## config.mk

```make
export PLATFORM = sky130hd
export DESIGN_NAME = ifm_ctrl
export DESIGN_NICKNAME = d
export VERILOG_FILES = /design/src/ifm_pkg.sv /design/src/ifm_ctrl.sv
export VERILOG_INCLUDE_DIRS = /design/src
export SDC_FILE = /design/constraint.sdc
export NUM_CORES = 1
export LEC_CHECK = 0
export ABC_AREA = 1
export BUFFER_PORTS_ARGS = -buffer_cell sky130_fd_sc_hd__buf_4
export CAP_MARGIN = 20
export CORE_MARGIN = 4
export CORE_UTILIZATION = 33
export CTS_CLUSTER_SIZE = 24
export DETAILED_ROUTE_END_ITERATION = 10
export HOLD_SLACK_MARGIN = 0.08
export PLACE_DENSITY_LB_ADDON = 0.15
export RECOVER_POWER = 25
export SLEW_MARGIN = 20
export SYNTH_ARGS = -nofsm -noshare
export SYNTH_HDL_FRONTEND = slang
export SYNTH_SLANG_ARGS = --single-unit
export TNS_END_PERCENT = 5
```

## constraint.sdc

```tcl
create_clock -name clk_in -period 1.5 [get_ports clk_in]
set_input_delay 0 -clock clk_in [delete_from_list [all_inputs] [get_ports clk_in]]
set_output_delay 0 -clock clk_in [all_outputs]
set_load 0.1 [all_outputs]
```

## src/ifm_map.svh

```systemverilog
// Address, bit position and reset constants for the interrupt flag,
// mask and pin-function block.
// Assumes word addresses are 10 bits and control words are 4 bits wide.
`ifndef IFM_MAP_SVH
`define IFM_MAP_SVH

// ----------------------------------------------------------------
// Addresses
// ----------------------------------------------------------------
`define IFM_ADDR_CTRL0 10'h000
`define IFM_ADDR_CTRL1 10'h001
`define IFM_ADDR_CTRL2 10'h002
`define IFM_ADDR_PFS 10'h024

// ----------------------------------------------------------------
// Bit positions in the 12-bit view of words 0 to 2
// ----------------------------------------------------------------
`define IFM_POS_EN 4'h0
`define IFM_POS_RSP 4'h1
`define IFM_POS_F0 4'h2
`define IFM_POS_M0 4'h3
`define IFM_POS_F1 4'h4
`define IFM_POS_M1 4'h5
`define IFM_POS_FTA 4'h6
`define IFM_POS_MTA 4'h7
`define IFM_POS_FTB 4'h8
`define IFM_POS_MTB 4'h9
`define IFM_POS_FTC 4'hA
`define IFM_POS_MTC 4'hB

// ----------------------------------------------------------------
// Route bits and reset values
// ----------------------------------------------------------------
`define IFM_RT_EXT0 2'h0
`define IFM_RT_EXT1 2'h1
`define IFM_RT_TMB 2'h2
`define IFM_RT_STOP_CLR 2'h3
`define IFM_NSRC 5
`define IFM_RST_FLAG 5'h00
`define IFM_RST_MASK 5'h1F
`define IFM_RST_ROUTE 4'h0
`define IFM_RST_EN 1'h0
// Synchronisers idle high, like the pins, so release makes no false edge
`define IFM_RST_SYNC 2'h3

`endif

```

## src/ifm_pkg.sv

```systemverilog
// Types shared by the interrupt flag, mask and pin-function block.
// Assumes ifm_map.svh is on the include path.
`include "ifm_map.svh"

package ifm_pkg;

    // Source order is also priority order: 0 is highest
    typedef struct packed {
        logic [1:0] sync_a;
        logic [1:0] sync_b;
        logic [1:0] prev;
        logic irq_en;
        logic [`IFM_NSRC-1:0] flag;
        logic [`IFM_NSRC-1:0] mask;
        logic [3:0] route;
        logic rd_data;
        logic pending;
        logic [`IFM_NSRC-1:0] source;
        logic accepted;
    } ifm_state_t;

endpackage
```

## src/ifm_ctrl.sv

```systemverilog
// Interrupt request flags, masks, global enable and pin-function
// select for a small 4-bit controller core.
// Assumes the core issues single-bit reads and writes on words 0 to 2,
// nibble writes on the pin-function word, and same-clock pulses for
// timer overflow, stop entry, return and take.
`timescale 1ns/1ps
`include "ifm_map.svh"

module ifm_ctrl #(
    parameter bit HAS_EXT1 = 1'b1
) (
    input wire logic clk_in,
    input wire logic nrst_in,
    input wire logic [9:0] reg_addr_in,
    input wire logic [1:0] bit_sel_in,
    input wire logic bit_wr_in,
    input wire logic bit_wdata_in,
    input wire logic nib_wr_in,
    input wire logic [3:0] nib_wdata_in,
    input wire logic ext_irq0_pin_in,
    input wire logic ext_irq1_pin_in,
    input wire logic timer_a_ovf_in,
    input wire logic timer_b_ovf_in,
    input wire logic timer_c_ovf_in,
    input wire logic stop_entry_in,
    input wire logic return_from_interrupt_in,
    input wire logic irq_take_in,
    output logic bit_rdata_out,
    output logic irq_pending_out,
    output logic [4:0] irq_source_out,
    output logic irq_accepted_out,
    output logic global_irq_enable_out,
    output logic ext0_route_out,
    output logic ext1_route_out,
    output logic timer_event_route_out,
    output logic stop_clear_route_out
);

    // ----------------------------------------------------------------
    // Positions of each source's flag and mask in the bit view
    // ----------------------------------------------------------------
    localparam logic [3:0] FLAG_POS [`IFM_NSRC] = '{
        `IFM_POS_F0, `IFM_POS_F1, `IFM_POS_FTA, `IFM_POS_FTB, `IFM_POS_FTC
    };
    localparam logic [3:0] MASK_POS [`IFM_NSRC] = '{
        `IFM_POS_M0, `IFM_POS_M1, `IFM_POS_MTA, `IFM_POS_MTB, `IFM_POS_MTC
    };
    localparam logic [`IFM_NSRC-1:0] SRC_PRESENT =
        HAS_EXT1 ? 5'h1F : 5'h1D;

    ifm_pkg::ifm_state_t st;
    ifm_pkg::ifm_state_t next_st;

    logic [11:0] view;
    logic [11:0] wr_hit;
    logic [3:0] wr_idx;
    logic ctrl_word;
    logic pfs_wr;
    logic [1:0] fall;
    logic [`IFM_NSRC-1:0] hw_set;
    logic [`IFM_NSRC-1:0] sw_clr;
    logic [`IFM_NSRC-1:0] qual;
    logic [`IFM_NSRC-1:0] pick;
    logic accept;

    // ----------------------------------------------------------------
    // Bit view of control words 0 to 2, as the core reads them
    // ----------------------------------------------------------------
    always_comb
    begin
        view = 12'h000;
        view[`IFM_POS_EN] = st.irq_en;
        for (int i = 0; i < `IFM_NSRC; i++)
        begin
            view[FLAG_POS[i]] = st.flag[i] & SRC_PRESENT[i];
            view[MASK_POS[i]] = st.mask[i] & SRC_PRESENT[i];
        end
    end

    // ----------------------------------------------------------------
    // Access decode
    // ----------------------------------------------------------------
    assign ctrl_word = (reg_addr_in == `IFM_ADDR_CTRL0)
        || (reg_addr_in == `IFM_ADDR_CTRL1)
        || (reg_addr_in == `IFM_ADDR_CTRL2);
    assign wr_idx = {reg_addr_in[1:0], bit_sel_in};
    assign pfs_wr = nib_wr_in && (reg_addr_in == `IFM_ADDR_PFS);

    always_comb
    begin
        wr_hit = 12'h000;
        if (bit_wr_in && ctrl_word)
        begin
            wr_hit[wr_idx] = 1'b1;
        end
    end

    // ----------------------------------------------------------------
    // Event sources
    // ----------------------------------------------------------------
    // Edge comparison uses the second stage and the stage after it,
    // never the first synchroniser stage.
    assign fall[0] = st.prev[0] && !st.sync_b[0]
        && st.route[`IFM_RT_EXT0];
    assign fall[1] = st.prev[1] && !st.sync_b[1]
        && st.route[`IFM_RT_EXT1] && HAS_EXT1;

    assign hw_set = {timer_c_ovf_in, timer_b_ovf_in, timer_a_ovf_in,
        fall} & SRC_PRESENT;

    // Only a written 0 clears; a written 1 has no effect.
    always_comb
    begin
        for (int i = 0; i < `IFM_NSRC; i++)
        begin
            sw_clr[i] = wr_hit[FLAG_POS[i]] && !bit_wdata_in;
        end
    end

    // ----------------------------------------------------------------
    // Qualification and fixed priority
    // ----------------------------------------------------------------
    assign qual = st.flag & ~st.mask & SRC_PRESENT;

    always_comb
    begin
        pick = 5'h00;
        for (int i = `IFM_NSRC - 1; i >= 0; i--)
        begin
            if (qual[i])
            begin
                pick = 5'h00;
                pick[i] = 1'b1;
            end
        end
    end

    // The core takes at its instruction boundary; a take with nothing
    // pending or with the enable low is simply ignored.
    assign accept = irq_take_in && st.irq_en && (qual != 5'h00);

    // ----------------------------------------------------------------
    // Next state
    // ----------------------------------------------------------------
    always_comb
    begin
        next_st = st;
        next_st.sync_a = {ext_irq1_pin_in, ext_irq0_pin_in};
        next_st.sync_b = st.sync_a;
        next_st.prev = st.sync_b;
        next_st.accepted = accept;
        if (accept)
        begin
            next_st.source = pick;
        end

        // Write priority: stop, then accept, then return, then bit write
        if (wr_hit[`IFM_POS_EN])
        begin
            next_st.irq_en = bit_wdata_in;
        end
        if (return_from_interrupt_in)
        begin
            next_st.irq_en = 1'b1;
        end
        if (accept)
        begin
            next_st.irq_en = 1'b0;
        end

        for (int i = 0; i < `IFM_NSRC; i++)
        begin
            // Acceptance is not a clear term here on purpose
            next_st.flag[i] = (st.flag[i] && !sw_clr[i])
                || hw_set[i];
            if (wr_hit[MASK_POS[i]] && SRC_PRESENT[i])
            begin
                next_st.mask[i] = bit_wdata_in;
            end
        end

        if (pfs_wr)
        begin
            next_st.route = nib_wdata_in;
            if (!HAS_EXT1)
            begin
                next_st.route[`IFM_RT_EXT1] = 1'b0;
            end
        end

        if (stop_entry_in)
        begin
            next_st.irq_en = 1'b0;
            next_st.flag = `IFM_RST_FLAG;
            next_st.mask = `IFM_RST_MASK;
            next_st.route[`IFM_RT_EXT0] = 1'b0;
            next_st.route[`IFM_RT_EXT1] = 1'b0;
            // Stop-clear route and timer event route are left alone
        end

        next_st.pending = next_st.irq_en
            && ((next_st.flag & ~next_st.mask & SRC_PRESENT) != 5'h00);
        next_st.rd_data = ctrl_word ? view[wr_idx] : 1'b0;
    end

    // ----------------------------------------------------------------
    // State register
    // ----------------------------------------------------------------
    always_ff @(posedge clk_in)
    begin
        if (!nrst_in)
        begin
            st.sync_a <= `IFM_RST_SYNC;
            st.sync_b <= `IFM_RST_SYNC;
            st.prev <= `IFM_RST_SYNC;
            st.irq_en <= `IFM_RST_EN;
            st.flag <= `IFM_RST_FLAG;
            st.mask <= `IFM_RST_MASK;
            st.route <= `IFM_RST_ROUTE;
            st.rd_data <= 1'b0;
            st.pending <= 1'b0;
            st.source <= 5'h00;
            st.accepted <= 1'b0;
        end
        else
        begin
            st <= next_st;
        end
    end

    // ----------------------------------------------------------------
    // Outputs
    // ----------------------------------------------------------------
    assign bit_rdata_out = st.rd_data;
    assign irq_pending_out = st.pending;
    assign irq_source_out = st.source;
    assign irq_accepted_out = st.accepted;
    assign global_irq_enable_out = st.irq_en;
    assign ext0_route_out = st.route[`IFM_RT_EXT0];
    assign ext1_route_out = st.route[`IFM_RT_EXT1];
    assign timer_event_route_out = st.route[`IFM_RT_TMB];
    assign stop_clear_route_out = st.route[`IFM_RT_STOP_CLR];
endmodule

```

==> out/summary.txt, run 1 <==
LOGIC SYNTHESIS
--------------------------------------------------------------------------------
Most used DFF post-synth                                                 dfxtp_1
Most common cell in the synthesized netlist                              nand2_1
Synthesized net count                                                        249
Register area share after synthesis                                        38.1%
Number of synthesized flops with an enable pin                                 0
Number of warnings printed during yosys synthesis                              0
Post-synthesis cell count                                                    220
Async SR Flop Fraction                                                        0%
Average cell area after synthesis                                       6.92 µm²
Synth top area cells                                                dfxtp_1 (38%), nand2_1 (13%), nand3_1 (7.2%), inv_1 (7.1%), a21oi_1 (4.3%)
Fraction of post-synthesis cell area in the top cell type by area          38.1%
Yosys top cell by area                                                   dfxtp_1
Synth Register Bits                                                           29
Cell types with the highest counts after synthesis                  nand2_1 (53), dfxtp_1 (29), inv_1 (29), nand3_1 (22), nor2_1 (17)
Total standard cell area after synthesis                                1520 µm²
Number of unique standard cell types used by synthesis                        28

TIMING
--------------------------------------------------------------------------------
Remaining max-slew budget at the tightest pin                              64.1%
Actual slew at the worst max-slew pin                                     541 ps
Fmax achieved                                                            724 MHz
Final setup slack of the worst path                                       118 ps
Slew Viols, Final                                                              0
Part of the cycle the worst path needs                                     92.1%
Unrepaired setup endpoints after global routing                            false
Final critical delay including setup and external delays                 1380 ps
Worst clock skew                                                         3.94 ps
Finish-stage setup viols                                                       0
Hold violation total from the final report                                     0

DETAILED ROUTING
--------------------------------------------------------------------------------
Number of remaining DRC errors                                                 0
DRT Pass-1 Iters                                                               4
Via count normalized by instance count                                      4.62
Wire length per cell after detailed routing                              12.1 µm
Final Routed Wirelength                                                  4150 µm
Count of nets left with antenna violations after detail routing                0
Starting DRT DRC Count                                                        59
Total via count in the routed design                                       1,579

CLOCK TREE
--------------------------------------------------------------------------------
Count of clock tree sinks                                                     29
Clock buffer depth                                                             2
Clock-pin slew on the worst setup and hold paths                           60 ps
Clock root buffer master                                                clkbuf_8
Number of buffers added by the clock tree synthesis step                       5
Level count of the clock H-tree                                                2
TritonCTS clock tree                                                        done
Clock latency on the worst-skew pair                                      280 ps

FINAL LAYOUT
--------------------------------------------------------------------------------
Design Area, Final                                                      2190 µm²
Layout overhead on the synthesized area                                    44.1%
Final net count                                                              319
Number of diodes added for antenna fixing                                      0
Share of layout cells above drive strength 1                               29.0%

GLOBAL ROUTING
--------------------------------------------------------------------------------
First-pass GRT wire length                                               7110 µm
Via count of the first global-routing pass                                 1,575
Maximum number of pins on one net before global-route repair                  16
Total routing resource utilization after global routing                    15.0%
GRT overflow                                                                   0
Number of antenna violations at the first check in global routing              0

SETUP PATH
--------------------------------------------------------------------------------
Data required time at the worst endpoint                                 1670 ps
Type of the worst setup path                                        primary input to register
Worst setup path start                                              bit_wdata_in
Worst setup SP type                                                 primary input
CP Max Fanout                                                                  5
Capture instance of the worst register-to-register path             irq_source_out[1]
Worst reg2reg startpoint                                                  st[12]
Register-to-Register Setup Slack                                          160 ps
Worst setup EP type                                                     register
Worst endpoint data arrival time                                         1550 ps
Depth of the most critical reg-to-reg path                                     9

DIE
--------------------------------------------------------------------------------
Initial core utilization                                                   34.5%
Horizontal die dimension                                                 75.9 µm
Row count                                                                     24
Overall die area                                                        5770 µm²
I/O pin total                                                                 42
Die boundary height                                                      75.9 µm
Placeable core region                                                   4410 µm²

PWR
--------------------------------------------------------------------------------
Power density relative to cell area                                   816 nW/µm²
Power Total                                                              1790 µW
Static Leak                                                           0.00112 µW
Peak ir drop on the vdd network                                         0.558 mV

MIN PATH
--------------------------------------------------------------------------------
Worst-case hold path end point                                            st[13]
Critical hold path startpoint                                          bit_wr_in
Class of the tightest hold or removal check                         primary input to register
Hold-critical path depth                                                       4

PLACE
--------------------------------------------------------------------------------
Input/output buffers                                                          41
Post-Place Worst Slack                                                    114 ps
Post-DP HPWL                                                             3090 µm
Dpl cell area                                                           1910 µm²
Final estimated routing congestion in global placement                     0.846

RUN STATUS
--------------------------------------------------------------------------------
Status                                                              complete, no violations

RUN
--------------------------------------------------------------------------------
Number of max-cap violations                                                   0

repair_timing:
| item | 4_1_cts | 5_1_grt |
|---|---|---|
| endpoints found under the setup margin | 0 | 4 |
| endpoints found under the hold margin | 18 | 1 |
| gates resized for setup | 0 | 2 |
| hold buffers | 16 | 1 |
| buffers inserted | 0 | 5 |
where the power goes:
group / switching, µW / total, µW / internal, µW
Clock: 290 / 772 / 482
Sequential: 7.30 / 789 / 782
Combinational: 116 / 228 / 113
Total: 413 / 1790 / 1380
kinds of logic after synthesis:
group | share of synthesized area (%)
compound gates | 10.6
buf+inv | 12.2
flops | 38.1
simple gates | 39.1
worst max-delay path: stages:
cell and delay (ps):
dlygate4sd3_1 540, buf_4 160, nand4_1 80, nand2_1 60, nor2_1 110, nand2_1 50
dlygate4sd3_1 540
layout by cell type, fill, tap and decap left out, drive strengths merged, types with 2 or more instances in the layout:
cell	netlist	routed
nand2	53	53
buf	7	47
inv	34	34
dfxtp	29	29
nand3	25	25
nor2	23	23
dlygate4sd3	0	16
a21oi	13	13
clkbuf	1	13
o21ai	12	12
nand4	10	10
or2	4	4
a211oi	2	2
how the worst max path moves through the flow:
stage	end	slack, ps	cells past startpoint
2_1_floorplan	irq_pending_out	-20	6
3_3_place_gp	irq_pending_out	110	11
3_5_place_dp	irq_pending_out	110	11
4_1_cts	stop_clear_route_out	20	9
5_1_grt	irq_pending_out	10	12
6_report	st[12]	120	7
area by class of cell:
class                           instances  area [µm²]
Tap cell                               52        65.1
Timing Repair Buffer                   71         553
Sequential cell                        29         582
Fill cell                             461        2220
Clock buffer                            5        68.8
Multi-Input combinational cell        149         763
Inverter                               34         128
Clock inverter                          2        35.0
sequential cells by signal (all words and copies together) (netlist names):
name / count
st: 12
irq_source_out: 5
next_st: 4
bit_rdata_out: 1
ext0_route_out: 1
ext1_route_out: 1
global_irq_enable_out: 1
irq_accepted_out: 1
irq_pending_out: 1
stop_clear_route_out: 1
timer_event_route_out: 1
through the flow:
step                      util, %  setup TNS, ps  std cells  hold WS, ps
after CTS                    49.2              0        337         67.8
after floorplan                 -          -25.0        220          102
after global placement       43.2              0        314          187
after global routing         49.7              0        342          161
final                        49.7              0        342          145
after detailed placement     43.2              0        314          191
metal layers:
metal	global-route usage (%)	share of wire [%]	vias up
li1	-	-	850
met1	18.8	46	684
met2	24.1	47	39
met3	4.86	5.6	6
met4	4.98	1.3	0
met5	0	0	-
Note: power is estimated with default switching activity, not from simulation.
==> inputs of run 2 (changes only) <==
--- a/config.mk
+++ b/config.mk
@@ -9,6 +9,7 @@
 export ABC_AREA = 1
 export BUFFER_PORTS_ARGS = -buffer_cell sky130_fd_sc_hd__buf_4
 export CAP_MARGIN = 20
+export CORE_ASPECT_RATIO = 0.6
 export CORE_MARGIN = 4
 export CORE_UTILIZATION = 33
 export CTS_CLUSTER_SIZE = 24
==> out/summary.txt, run 2 (synthesized netlist as in run 1, its figures left out) <==
DETAILED ROUTING
--------------------------------------------------------------------------------
Number of remaining DRC errors                                                 0
Count of nets left with antenna violations after detail routing                0
Final Routed Wirelength                                                  4170 µm
Total via count in the routed design                                       1,626
Starting DRT DRC Count                                                       108
Wire length per cell after detailed routing                              11.9 µm
DRT Pass-1 Iters                                                               4
Via count normalized by instance count                                      4.66

SETUP PATH
--------------------------------------------------------------------------------
Worst-path cell chain                                               dlygate4sd3_1 -> buf_4 -> nand4_1 -> nand2_1 -> nor2_1 -> nand2_1 -> dlygate4sd3_1
Cell with the biggest individual delay on the critical path         dlygate4sd3_1
Worst setup SP type                                                 primary input
Type of the worst setup path                                        primary input to register
Peak per-stage delay on the critical path                                 540 ps
Worst endpoint data arrival time                                         1570 ps
CP Max Fanout                                                                  5
Data required time at the worst endpoint                                 1670 ps
Depth of the most critical reg-to-reg path                                     9
Worst setup EP type                                                     register

PWR
--------------------------------------------------------------------------------
Peak ir drop on the vdd network                                         0.519 mV
Psw                                                                       425 µW
Pint                                                                     1430 µW
Combinational fraction of design power                                     11.7%
Sw frac                                                                    23.0%
Static Leak                                                           0.00115 µW
Portion of total power attributed to sequential cells                      42.7%
Clock power frac                                                           45.6%
Power Total                                                              1850 µW
Power density relative to cell area                                   829 nW/µm²

CLOCK TREE
--------------------------------------------------------------------------------
Clock root buffer master                                                clkbuf_8
Number of buffers added by the clock tree synthesis step                       5
TritonCTS clock tree                                                        done
Clock buffer depth                                                             2
Clock-pin slew on the worst setup and hold paths                           70 ps
Level count of the clock H-tree                                                2
Clock latency on the worst-skew pair                                      280 ps
Count of clock tree sinks                                                     29

DIE
--------------------------------------------------------------------------------
Die boundary height                                                      60.6 µm
Initial core utilization                                                   35.6%
Horizontal die dimension                                                 95.7 µm
Overall die area                                                        5800 µm²
I/O pin total                                                                 42
Placeable core region                                                   4280 µm²
Row count                                                                     18

GLOBAL ROUTING
--------------------------------------------------------------------------------
Number of antenna violations at the first check in global routing              0
Total routing resource utilization after global routing                    15.5%
Maximum number of pins on one net before global-route repair                  16
GRT overflow                                                                   0
Via count of the first global-routing pass                                 1,443
First-pass GRT wire length                                               6700 µm

MIN PATH
--------------------------------------------------------------------------------
Class of the tightest hold or removal check                         primary input to register
Hold-critical path depth                                                       5

FINAL LAYOUT
--------------------------------------------------------------------------------
Share of layout cells above drive strength 1                               30.4%
Number of flip-flops under the largest register name                          12
Number of diodes added for antenna fixing                                      0
Total of fill cells in the finished design                                   436
Layout overhead on the synthesized area                                    46.8%
Util after Layout                                                          52.2%
Largest reg by FF count                                                       st
Final net count                                                              317
Highest-count cells in the layout ignoring fill and taps            nand2_1 (51), buf_4 (47), inv_1 (29)
Most common library cell in the layout ignoring fill and taps            nand2_1

PLACE
--------------------------------------------------------------------------------
Post-DP HPWL                                                             3250 µm
Final estimated routing congestion in global placement                     0.908
Post-Place Worst Slack                                                   98.4 ps
Input/output buffers                                                          41

TIMING
--------------------------------------------------------------------------------
Part of the cycle the worst path needs                                     93.0%
Remaining max-slew budget at the tightest pin                              64.1%
Slew Viols, Final                                                              0
Setup TNS                                                                   0 ps
Final critical delay including setup and external delays                 1400 ps
Actual slew at the worst max-slew pin                                     541 ps
Worst clock skew                                                         5.42 ps
Fmax achieved                                                            716 MHz
Hold violation total from the final report                                     0
Finish-stage setup viols                                                       0
Final setup slack of the worst path                                       104 ps

RUN STATUS
--------------------------------------------------------------------------------
Status                                                              complete, no violations

RUN
--------------------------------------------------------------------------------
Number of max-cap violations                                                   0

-- run 2: path summary, 6_finish.rpt --
check	to	startpoint	slack (ps)
max	st[12]	bit_wdata_in	100
min	global_irq_enable_out	return_from_interrupt_in	90
max reg2reg	irq_source_out[3]	st[12]	130
min reg2reg	next_st[24]	next_st[26]	410
-- run 2: layout make-up --
| cell class | instances | area [µm²] | area share, % |
|---|---|---|---|
| clock inverters | 2 | 37.5 | 1.68 |
| multi-input cells | 149 | 782 | 35.0 |
| clock buffers | 6 | 82.6 | 3.70 |
| well taps | 60 | 75.1 | 3.36 |
| inverters | 34 | 128 | 5.71 |
| flip-flops and latches | 29 | 582 | 26.0 |
| repair buffers | 69 | 548 | 24.5 |
-- run 2: per-layer routing --
layer / wire length, µm / global-route usage [%]
met1: 2160 / 23.2
met2: 1590 / 21.2
met3: 389 / 4.96
met4: 29 / 4.25
met5: 0 / 0
-- run 2: metrics by stage --
step,instance area (µm²),hold WS (ps),std cells
global placement,1910,189,321
CTS,2190,57.3,345
detailed placement,1910,189,321
finish,2230,86.1,349
global route,2230,105,349
floorplan,1520,102,220
-- run 2: worst max-delay path: cells and delay by family --
| family | cells | cell delay [ps] |
|---|---|---|
| buf+inv | 3 | 1240 |
| simple gates | 4 | 330 |
-- run 2: power by group through the flow --
stage,Sequential (µW),Combinational (µW),Clock (µW)
after floorplan,815,81.6,0
after global placement,807,190,0
after detailed placement,807,189,0
after CTS,789,216,875
after global routing,791,241,914
final,790,217,844
-- run 2: what timing repair did --
action                                  in CTS  in global routing
gates resized for setup                      0                 10
endpoints found under the setup margin       0                  8
endpoints found under the hold margin       18                  0
buffers inserted                             0                  4
hold buffers                                16                  0
